===== config.mk =====
export PLATFORM = sky130hd
export DESIGN_NAME = scte_exec
export DESIGN_NICKNAME = d
export VERILOG_FILES = /design/src/scte_addr.v /design/src/scte_exec.v /design/src/scte_phase.v
export VERILOG_INCLUDE_DIRS = /design/src
export SDC_FILE = /design/constraint.sdc
export NUM_CORES = 1
export LEC_CHECK = 0
export BUFFER_PORTS_ARGS = -buffer_cell sky130_fd_sc_hd__buf_2
export CAP_MARGIN = 20
export CORE_MARGIN = 1
export CORE_UTILIZATION = 56
export CTS_BUF_LIST = sky130_fd_sc_hd__clkbuf_8
export CTS_CLUSTER_SIZE = 25
export DETAILED_ROUTE_END_ITERATION = 12
export HOLD_SLACK_MARGIN = 0.15
export PLACE_DENSITY_LB_ADDON = 0.3
export SYNTH_ARGS = -nofsm -noshare
export SYNTH_HDL_FRONTEND = slang
export SYNTH_SLANG_ARGS = --single-unit

===== constraint.sdc =====
create_clock -name mclk -period 5.4 [get_ports mclk]
set_input_delay 0 -clock mclk [delete_from_list [all_inputs] [get_ports mclk]]
set_output_delay 0 -clock mclk [all_outputs]
set_load 0.005 [all_outputs]

===== src/scte_consts.vh =====
// Purpose: constants for the skip/compare/table-read execution block
// Assumes: 16-bit instruction words, 8-bit data path, 12-bit data address
// Notes:   opcode fields are matched on the upper instruction bits
`ifndef SCTE_CONSTS_VH
`define SCTE_CONSTS_VH

// ----------------------------------------------------------------
// opcode match patterns
// ----------------------------------------------------------------
`define SCTE_OP_CMPGT      7'h32
`define SCTE_OP_CMPLT      7'h30
`define SCTE_OP_TSTZ       7'h33
`define SCTE_OP_INCZ       6'h0F
`define SCTE_OP_INCNZ      6'h12
`define SCTE_OP_XORL       8'h0A
`define SCTE_OP_TABLE_READ      14'h0002
`define SCTE_OP_2ND_WORD   4'hF
`define SCTE_OP_CALL       7'h76
`define SCTE_OP_GOTO       8'hEF

// ----------------------------------------------------------------
// table read pointer modes
// ----------------------------------------------------------------
`define SCTE_TBL_NONE      2'h0
`define SCTE_TBL_POSTINC   2'h1
`define SCTE_TBL_POSTDEC   2'h2
`define SCTE_TBL_PREINC    2'h3

// ----------------------------------------------------------------
// addressing and widths
// ----------------------------------------------------------------
`define SCTE_IDX_LIMIT     8'h5F
`define SCTE_ACC_SPLIT     8'h60
`define SCTE_ACC_HI_BANK   4'hF
`define SCTE_PTR_W         21
`define SCTE_PTR_ONE       21'h000001
`define SCTE_PTR_RST       21'h000000
`define SCTE_BYTE_RST      8'h00

`endif


===== src/scte_addr.v =====
// Purpose: file-register address former
// Assumes: 12-bit data space, access bank split at 60h
// Notes:   purely combinational
`timescale 1ns/100ps
`include "scte_consts.vh"
module scte_addr (
  // operand fields
  input  wire [7:0]  file_f,
  input  wire        acc_sel,
  input  wire [3:0]  bank_select_register,
  input  wire        ext_en,
  input  wire [7:0]  fsr2_lo,
  // result
  output reg  [11:0] addr,
  output reg         indexed
);

  always @* begin
    indexed = 1'b0;
    if (acc_sel) begin
      addr = {bank_select_register, file_f};
    end else if (ext_en && file_f <= `SCTE_IDX_LIMIT) begin
      // indexed literal offset: base taken from an index register
      indexed = 1'b1;
      addr = {4'h0, fsr2_lo + file_f};
    end else if (file_f < `SCTE_ACC_SPLIT) begin
      addr = {4'h0, file_f};
    end else begin
      addr = {`SCTE_ACC_HI_BANK, file_f};
    end
  end

endmodule


===== src/scte_exec.v =====
// Notes on behaviour
// - compare-greater skips next instruction when f exceeds working register, unsigned.
// - compare-less skips when f below working register; compares touch no flags.
// - skip false one cycle, taken two, three over a two-word instruction.
// - taken skip discards the fetched instruction and runs a no-op cycle.
// - increment-skip-zero adds one, writes per d bit, skips on zero result.
// - increment-skip-nonzero adds one, writes per d bit, skips on nonzero.
// - test-skip-zero reads f unchanged and skips when it is zero.
// - access bit 0 uses access bank, 1 uses bank select plus f.
// - access bit 0 with extended set and f up to 5Fh is indexed.
// - table read uses 21-bit byte pointer; bit 0 picks low or high byte.
// - low opcode bits pick none, post-inc, post-dec or pre-inc pointer update.
// - table read takes two cycles; latch written in last phase of second.
// - xor literal updates working register and only negative and zero flags.
// - access bit 0 ignores bank select contents entirely.
// - second words of two-word instructions execute as no-op.
//
// Purpose: execution slice for skips, table read and xor literal
// Assumes: fetch supplies the next instruction word alongside the current
// Notes:   data memory read is combinational, written at phase 4
`timescale 1ns/100ps
`include "scte_consts.vh"
module scte_exec (
  // clock and reset
  input  wire        mclk,
  input  wire        rst,
  // instruction stream
  input  wire [15:0] instr,
  input  wire [15:0] next_instr,
  input  wire        instr_valid,
  // configuration
  input  wire        ext_en,
  input  wire [3:0]  bank_select_register,
  input  wire [7:0]  fsr2_lo,
  // data memory
  input  wire [7:0]  dmem_rdata,
  output reg  [11:0] dmem_addr_q,
  output reg  [7:0]  dmem_wdata_q,
  output reg         dmem_we_q,
  // program memory
  input  wire [15:0] pmem_rdata,
  output reg  [20:0] pmem_addr_q,
  output reg         pmem_re_q,
  // architectural state
  output reg  [7:0]  working_register_q,
  output reg  [20:0] table_byte_pointer_q,
  output reg  [7:0]  table_latch_q,
  output reg         flag_n_q,
  output reg         flag_z_q,
  // pipeline control
  output reg         flush_q,
  output reg         stall_q,
  output reg  [3:0]  phase_q
);

  // ----------------------------------------------------------------
  // states
  // ----------------------------------------------------------------
  localparam ST_EXEC  = 3'b001;
  localparam ST_NOP   = 3'b010;
  localparam ST_TBL   = 3'b100;

  reg  [2:0]  state_q;
  reg  [2:0]  state_d;
  reg         nop2_q;
  reg  [1:0]  tbl_mode_q;
  reg  [7:0]  opnd_q;
  reg  [7:0]  result_q;
  wire [3:0]  ph;
  wire [11:0] faddr;

  scte_phase u_phase (
    .mclk (mclk),
    .rst  (rst),
    .ph_q (ph)
  );

  scte_addr u_addr (
    .file_f               (instr[7:0]),
    .acc_sel              (instr[8]),
    .bank_select_register (bank_select_register),
    .ext_en               (ext_en),
    .fsr2_lo              (fsr2_lo),
    .addr                 (faddr),
    .indexed              ()
  );

  // ----------------------------------------------------------------
  // decode
  // ----------------------------------------------------------------
  wire is_cmpgt = (instr[15:9]  == `SCTE_OP_CMPGT);
  wire is_cmplt = (instr[15:9]  == `SCTE_OP_CMPLT);
  wire is_tstz  = (instr[15:9]  == `SCTE_OP_TSTZ);
  wire is_incz  = (instr[15:10] == `SCTE_OP_INCZ);
  wire is_incnz = (instr[15:10] == `SCTE_OP_INCNZ);
  wire is_xorl  = (instr[15:8]  == `SCTE_OP_XORL);
  wire is_table_read = (instr[15:2]  == `SCTE_OP_TABLE_READ);
  wire is_skipi = is_cmpgt | is_cmplt | is_tstz | is_incz | is_incnz;
  // second words fall through every match, so they act as no-op
  wire nxt_two  = (next_instr[15:9] == `SCTE_OP_CALL) ||
                  (next_instr[15:8] == `SCTE_OP_GOTO);

  wire [7:0] inc_val = opnd_q + 8'h01;

  // skip test on this instruction's own result
  reg skip_c;
  always @* begin
    skip_c = 1'b0;
    if (is_cmpgt)
      skip_c = (opnd_q > working_register_q);
    else if (is_cmplt)
      skip_c = (opnd_q < working_register_q);
    else if (is_tstz)
      skip_c = (opnd_q == 8'h00);
    else if (is_incz)
      skip_c = (inc_val == 8'h00);
    else if (is_incnz)
      skip_c = (inc_val != 8'h00);
  end

  // ----------------------------------------------------------------
  // state sequencing
  // ----------------------------------------------------------------
  always @* begin
    state_d = state_q;
    case (state_q)
      ST_EXEC: begin
        if (ph[3] && instr_valid) begin
          if (is_skipi && skip_c)
            state_d = ST_NOP;
          else if (is_table_read)
            state_d = ST_TBL;
        end
      end
      ST_NOP: begin
        if (ph[3] && !nop2_q)
          state_d = ST_EXEC;
      end
      ST_TBL: begin
        if (ph[3])
          state_d = ST_EXEC;
      end
      default: state_d = ST_EXEC;
    endcase
  end

  // ----------------------------------------------------------------
  // datapath
  // ----------------------------------------------------------------
  always @(posedge mclk or posedge rst) begin
    if (rst) begin
      state_q              <= ST_EXEC;
      nop2_q               <= 1'b0;
      opnd_q               <= `SCTE_BYTE_RST;
      result_q             <= `SCTE_BYTE_RST;
      dmem_addr_q          <= 12'h000;
      dmem_wdata_q         <= `SCTE_BYTE_RST;
      dmem_we_q            <= 1'b0;
      working_register_q   <= `SCTE_BYTE_RST;
      flag_n_q             <= 1'b0;
      flag_z_q             <= 1'b0;
      flush_q              <= 1'b0;
      stall_q              <= 1'b0;
      phase_q              <= 4'h1;
    end else begin
      state_q   <= state_d;
      phase_q   <= ph;
      dmem_we_q <= 1'b0;
      case (state_q)
        ST_EXEC: begin
          // phase 1 decode, 2 read, 3 process, 4 write
          if (ph[0] && instr_valid) begin
            dmem_addr_q <= faddr;
            flush_q     <= 1'b0;
            stall_q     <= 1'b0;
          end
          if (ph[1] && instr_valid)
            opnd_q <= dmem_rdata;
          if (ph[2] && instr_valid) begin
            result_q <= inc_val;
            if (is_skipi && skip_c) begin
              // flush before the next instruction reaches execute
              flush_q <= 1'b1;
              stall_q <= 1'b1;
              nop2_q  <= nxt_two;
            end
            if (is_table_read)
              stall_q <= 1'b1;
          end
          if (ph[3] && instr_valid) begin
            if (is_incz || is_incnz) begin
              if (instr[9]) begin
                dmem_wdata_q <= result_q;
                dmem_we_q    <= 1'b1;
              end else begin
                working_register_q <= result_q;
              end
            end
            if (is_xorl) begin
              // only N and Z move; compares leave flags alone
              working_register_q <= working_register_q ^ instr[7:0];
              flag_n_q <= working_register_q[7] ^ instr[7];
              flag_z_q <= ((working_register_q ^ instr[7:0]) == 8'h00);
            end
          end
        end
        ST_NOP: begin
          // inserted no-op cycles; a second one over a two-word target
          if (ph[3]) begin
            if (nop2_q)
              nop2_q <= 1'b0;
            else
              stall_q <= 1'b0;
          end
        end
        ST_TBL: begin
          // program read and latch live in the table path below
          if (ph[3])
            stall_q <= 1'b0;
        end
        default: begin
          stall_q <= 1'b0;
        end
      endcase
    end
  end

  // ----------------------------------------------------------------
  // table read path
  // ----------------------------------------------------------------
  // pre-increment moves the pointer at the end of the decode cycle so
  // the read cycle already sees the new byte address
  wire        tbl_go  = (state_q == ST_EXEC) && ph[3] && instr_valid
                        && is_table_read;
  wire        tbl_rd  = (state_q == ST_TBL) && ph[1];
  wire        tbl_end = (state_q == ST_TBL) && ph[3];
  wire [20:0] ptr_inc = table_byte_pointer_q + `SCTE_PTR_ONE;
  wire [20:0] ptr_dec = table_byte_pointer_q - `SCTE_PTR_ONE;

  always @(posedge mclk or posedge rst) begin
    if (rst) begin
      tbl_mode_q           <= `SCTE_TBL_NONE;
      pmem_addr_q          <= `SCTE_PTR_RST;
      pmem_re_q            <= 1'b0;
      table_byte_pointer_q <= `SCTE_PTR_RST;
      table_latch_q        <= `SCTE_BYTE_RST;
    end else begin
      pmem_re_q <= 1'b0;
      if (tbl_go) begin
        tbl_mode_q <= instr[1:0];
        if (instr[1:0] == `SCTE_TBL_PREINC)
          table_byte_pointer_q <= ptr_inc;
      end
      if (tbl_rd) begin
        pmem_addr_q <= table_byte_pointer_q;
        pmem_re_q   <= 1'b1;
      end
      if (tbl_end) begin
        // bit 0 picks the byte within the program word
        table_latch_q <= table_byte_pointer_q[0] ?
                         pmem_rdata[15:8] : pmem_rdata[7:0];
        if (tbl_mode_q == `SCTE_TBL_POSTINC)
          table_byte_pointer_q <= ptr_inc;
        else if (tbl_mode_q == `SCTE_TBL_POSTDEC)
          table_byte_pointer_q <= ptr_dec;
      end
    end
  end

endmodule


===== src/scte_phase.v =====
// Purpose: four-phase sequencer of one instruction cycle
// Assumes: one phase per rising clock edge
// Notes:   ph_q is one-hot, phase 1 after reset
`timescale 1ns/100ps
module scte_phase (
  // clock and reset
  input  wire       mclk,
  input  wire       rst,
  // phase outputs
  output reg  [3:0] ph_q
);

  always @(posedge mclk or posedge rst) begin
    if (rst) begin
      ph_q <= 4'h1;
    end else begin
      ph_q <= {ph_q[2:0], ph_q[3]};
    end
  end

endmodule


==> metrics.md <==
| Metric | Value |
|---|---|
| CTS tree | `done` |
| Post-CTS Setup Inserts | `0` |
| Share of cells above drive strength 1 | `27.9%` |
| Antenna-violating nets left | `0` |
| Initial Util | `58.4%` |
| Vias in the first global route | `5429` |
| Max FO, Critical Path | `27` |
| Synth top area share | `44.6%` |
| Top cell type by total area after synthesis | `dfrtp_1` |
| DRC | `0` |
| Tot GR Track Use | `28.6%` |
| Worst-skew pair later-pin latency | `0.38 ns` |
| Most frequent cell after synthesis | `dfrtp_1` |
| Die W | `106 um` |
| R2r setup slk | `2.45 ns` |
| TritonCTS Sinks | `roughly 110` |
| # resized after CTS | `0` |
| Placement Cell Area | `6920 sq um` |
| DRT Pass-1 Iters | `5` |
| Synthesized area per cell | `approximately 10 sq um` |
| Clk root buf | `clkbuf_8` |
| Power Density | `199 nW/um^2` |
| Worst Tran Pin Value | `0.959 ns` |
| CP Launch Type | `register` |
| Fin cells | `940` |
| Register area | `2810 sq um` |
| Total number of vias | `roughly 5500` |
| Setup crit end kind | `register` |
| Synth Net Count | `~710` |
| Vias per cell | `~5.8` |
| Largest net degree at the start of global routing | `75` |
| Post-synth ARST share | `100%` |
| Setup slack after layout | `2.45 ns` |
| Peak supply drop | `0.000125 V` |
| Post-Route Skew | `0.0124 ns` |
| Num CTS Buffers | `9` |
| Period utilization | `54.6%` |
| First-pass GRT wire length | `25600 um` |
| WP data required | `roughly 5.7 ns` |
| Setup violations, final | `0` |
| Detailed Route WL | `15500 um` |
| Antenna diodes | `0` |
| Core ar. | `10500 sq um` |
| Antenna violations before repair | `0` |
| CTS clock-pin slew for the worst setup and hold paths | `around 0.10 ns` |
| Post-synthesis register bit count | `112` |
| Critical path class | `reg2reg` |
| Synthesized netlist cell count | `just over 600` |
| Worst min path class | `in2async` |
| Synth top cells by count | `dfrtp_1 (109), nand2_1 (56), o21ai_0 (48), mux2_2 (40)` |
| Ranking of synthesized cells by area | `dfrtp_1 (45%), mux2_2 (7.4%), o21ai_0 (3.9%), ha_1 (3.9%), nand2_1 (3.4%)` |
| GP Congestion | `0.905` |
| Die Ht | `106 um` |
| Nets | `between 800 and 900` |
| Outcome | `finished, final reports clean` |
| Post-synth EDFFs | `0` |
| Setup_tns | `0 ns` |
| IO Port Bufs | `151` |
| Post-synthesis sequential area ratio | `between 40% and 50%` |
| RSZ-0062 raised after global routing | `false` |
| Final min period | `2.95 ns` |
| Area of the multi-input gates | `about 3000 sq um` |
| Clock Tree Buf Depth | `2` |
| Leakage power | `3.66 nW` |
| Fillers | `789` |
| Design area | `7640 sq um` |
| Hpwl dp | `10800 um` |
| Final Slew Violations | `0` |
| Initial drt markers | `317` |
| Final hold vios | `0` |
| I/O pin total | `between 150 and 200` |
| Cell Rows | `37` |
| Placed Instances | `just under 900` |
| H-Tree Depth | `3` |
| Die ar. | `11300 sq um` |
| Max Freq | `0.339 GHz` |
| Ys flop type | `dfrtp_1` |
| Power, Total | `1.52 mW` |
| Syn-to-layout area delta | `25.0%` |
| Max-slew headroom | `36.1%` |
| WL/cell | `16.5 um` |
| Setup WS pre-CTS | `2.18 ns` |
| Post-Syn Area | `just over 6000 sq um` |
| Worst EP arrival | `3.27 ns` |
| Post-synthesis cell type count | `66` |
| Synth warnings | `0` |
| GR Overflow Total | `0` |
| Max Cap Viol | `0` |
[placed cells by master, fill, tap and decap left out, drive strengths merged, types with 5 or more instances in the layout]
master	synthesis	final
a31oi	8	8
a21oi	33	33
nand2b	6	6
xor2	18	18
nor3	22	22
buf	7	154
o22ai	9	9
dfrtp	109	109
nand4	9	9
o21ai	49	49
mux2i	12	12
clkbuf	26	10
nand3	24	24
nor3b	6	6
inv	25	25
nand2	56	56
mux2	40	40
and3	12	12
nor2	34	34
dlygate4sd3	0	48
ha	19	19
nor2b	10	10
o31ai	5	5
xnor2	23	23
[stage by stage]
stage                     utilization, %  hold slack [ns]
after floorplan                        -            0.151
after global placement              66.1           0.0544
after detailed placement            66.1           0.0649
after CTS                           72.9            0.179
after global routing                73.0            0.202
final                               73.0            0.196
[sequential cells by signal, indices dropped and copies added, names as in the netlist, 2 cells and up]
signal                cells
phase_q                   3
u_phase.ph_q              3
opnd_q                    8
table_latch_q             8
table_byte_pointer_q     21
result_q                  8
state_q                   3
working_register_q        8
pmem_addr_q              21
tbl_mode_q                2
dmem_wdata_q              8
dmem_addr_q              12
[power breakdown]
part | internal, mW | total [mW] | leakage (nW) | switching (mW)
Sequential | 0.838 | 0.839 | 1.44 | 0.000135
Combinational | 0.0588 | 0.121 | 2.11 | 0.0618
Clock | 0.275 | 0.565 | 0.109 | 0.289
[final timing paths]
path	from	endpoint	cells past startpoint
max in group asynchronous	rst	pmem_addr_q[4]	4
min	rst	dmem_addr_q[6]	3
max reg2reg	state_q[0]	dmem_addr_q[7]	6
max	state_q[0]	dmem_addr_q[7]	6
min reg2reg	u_phase.ph_q[0]	phase_q[0]	0
min in group mclk	fsr2_lo[1]	dmem_addr_q[1]	6
[what timing repair did]
| action | CTS | global route |
|---|---|---|
| setup endpoints to repair | 0 | 0 |
| hold endpoints to repair | 81 | 0 |
| hold buffers | 48 | 0 |
[area by class of cell]
class	instances	share of cell area [%]
inverters	25	1.26
clock buffers	10	1.80
clock inverters	6	1.21
well taps	136	2.23
repair buffers	202	16.5
multi-input cells	449	40.3
flip-flops and latches	112	36.7
[cell families after synthesis]
kind of cell	synth area share, %
and+or+nand+nor	17.9
AOI/OAI and AO/OA	13.0
DFF	45.9
buffers and inverters	3.73
muxes	9.33
xor gates and xnor gates	5.88
adders and majority gates	4.22
[worst max-delay path: stages (launching register included)]
cell	delay, ns
dfstp_2	0.58
nor3b_4	0.34
nand3_1	0.72
nor3_1	0.43
mux2i_1	0.12
o211ai_1	0.10
dlygate4sd3_1	0.59
[layer usage]
metal | global-route usage, % | wire (um) | part of all wire [%] | vias to the layer above
met1 | 34.3 | 6120 | 40 | 2629
met5 | 0 | 0 | 0 | -
met3 | 4.05 | 782 | 5.0 | 38
li1 | - | - | - | 2561
met2 | 51.3 | 8190 | 53 | 222
met4 | 11.7 | 396 | 2.6 | 0
(Power assumes the default switching activity.)
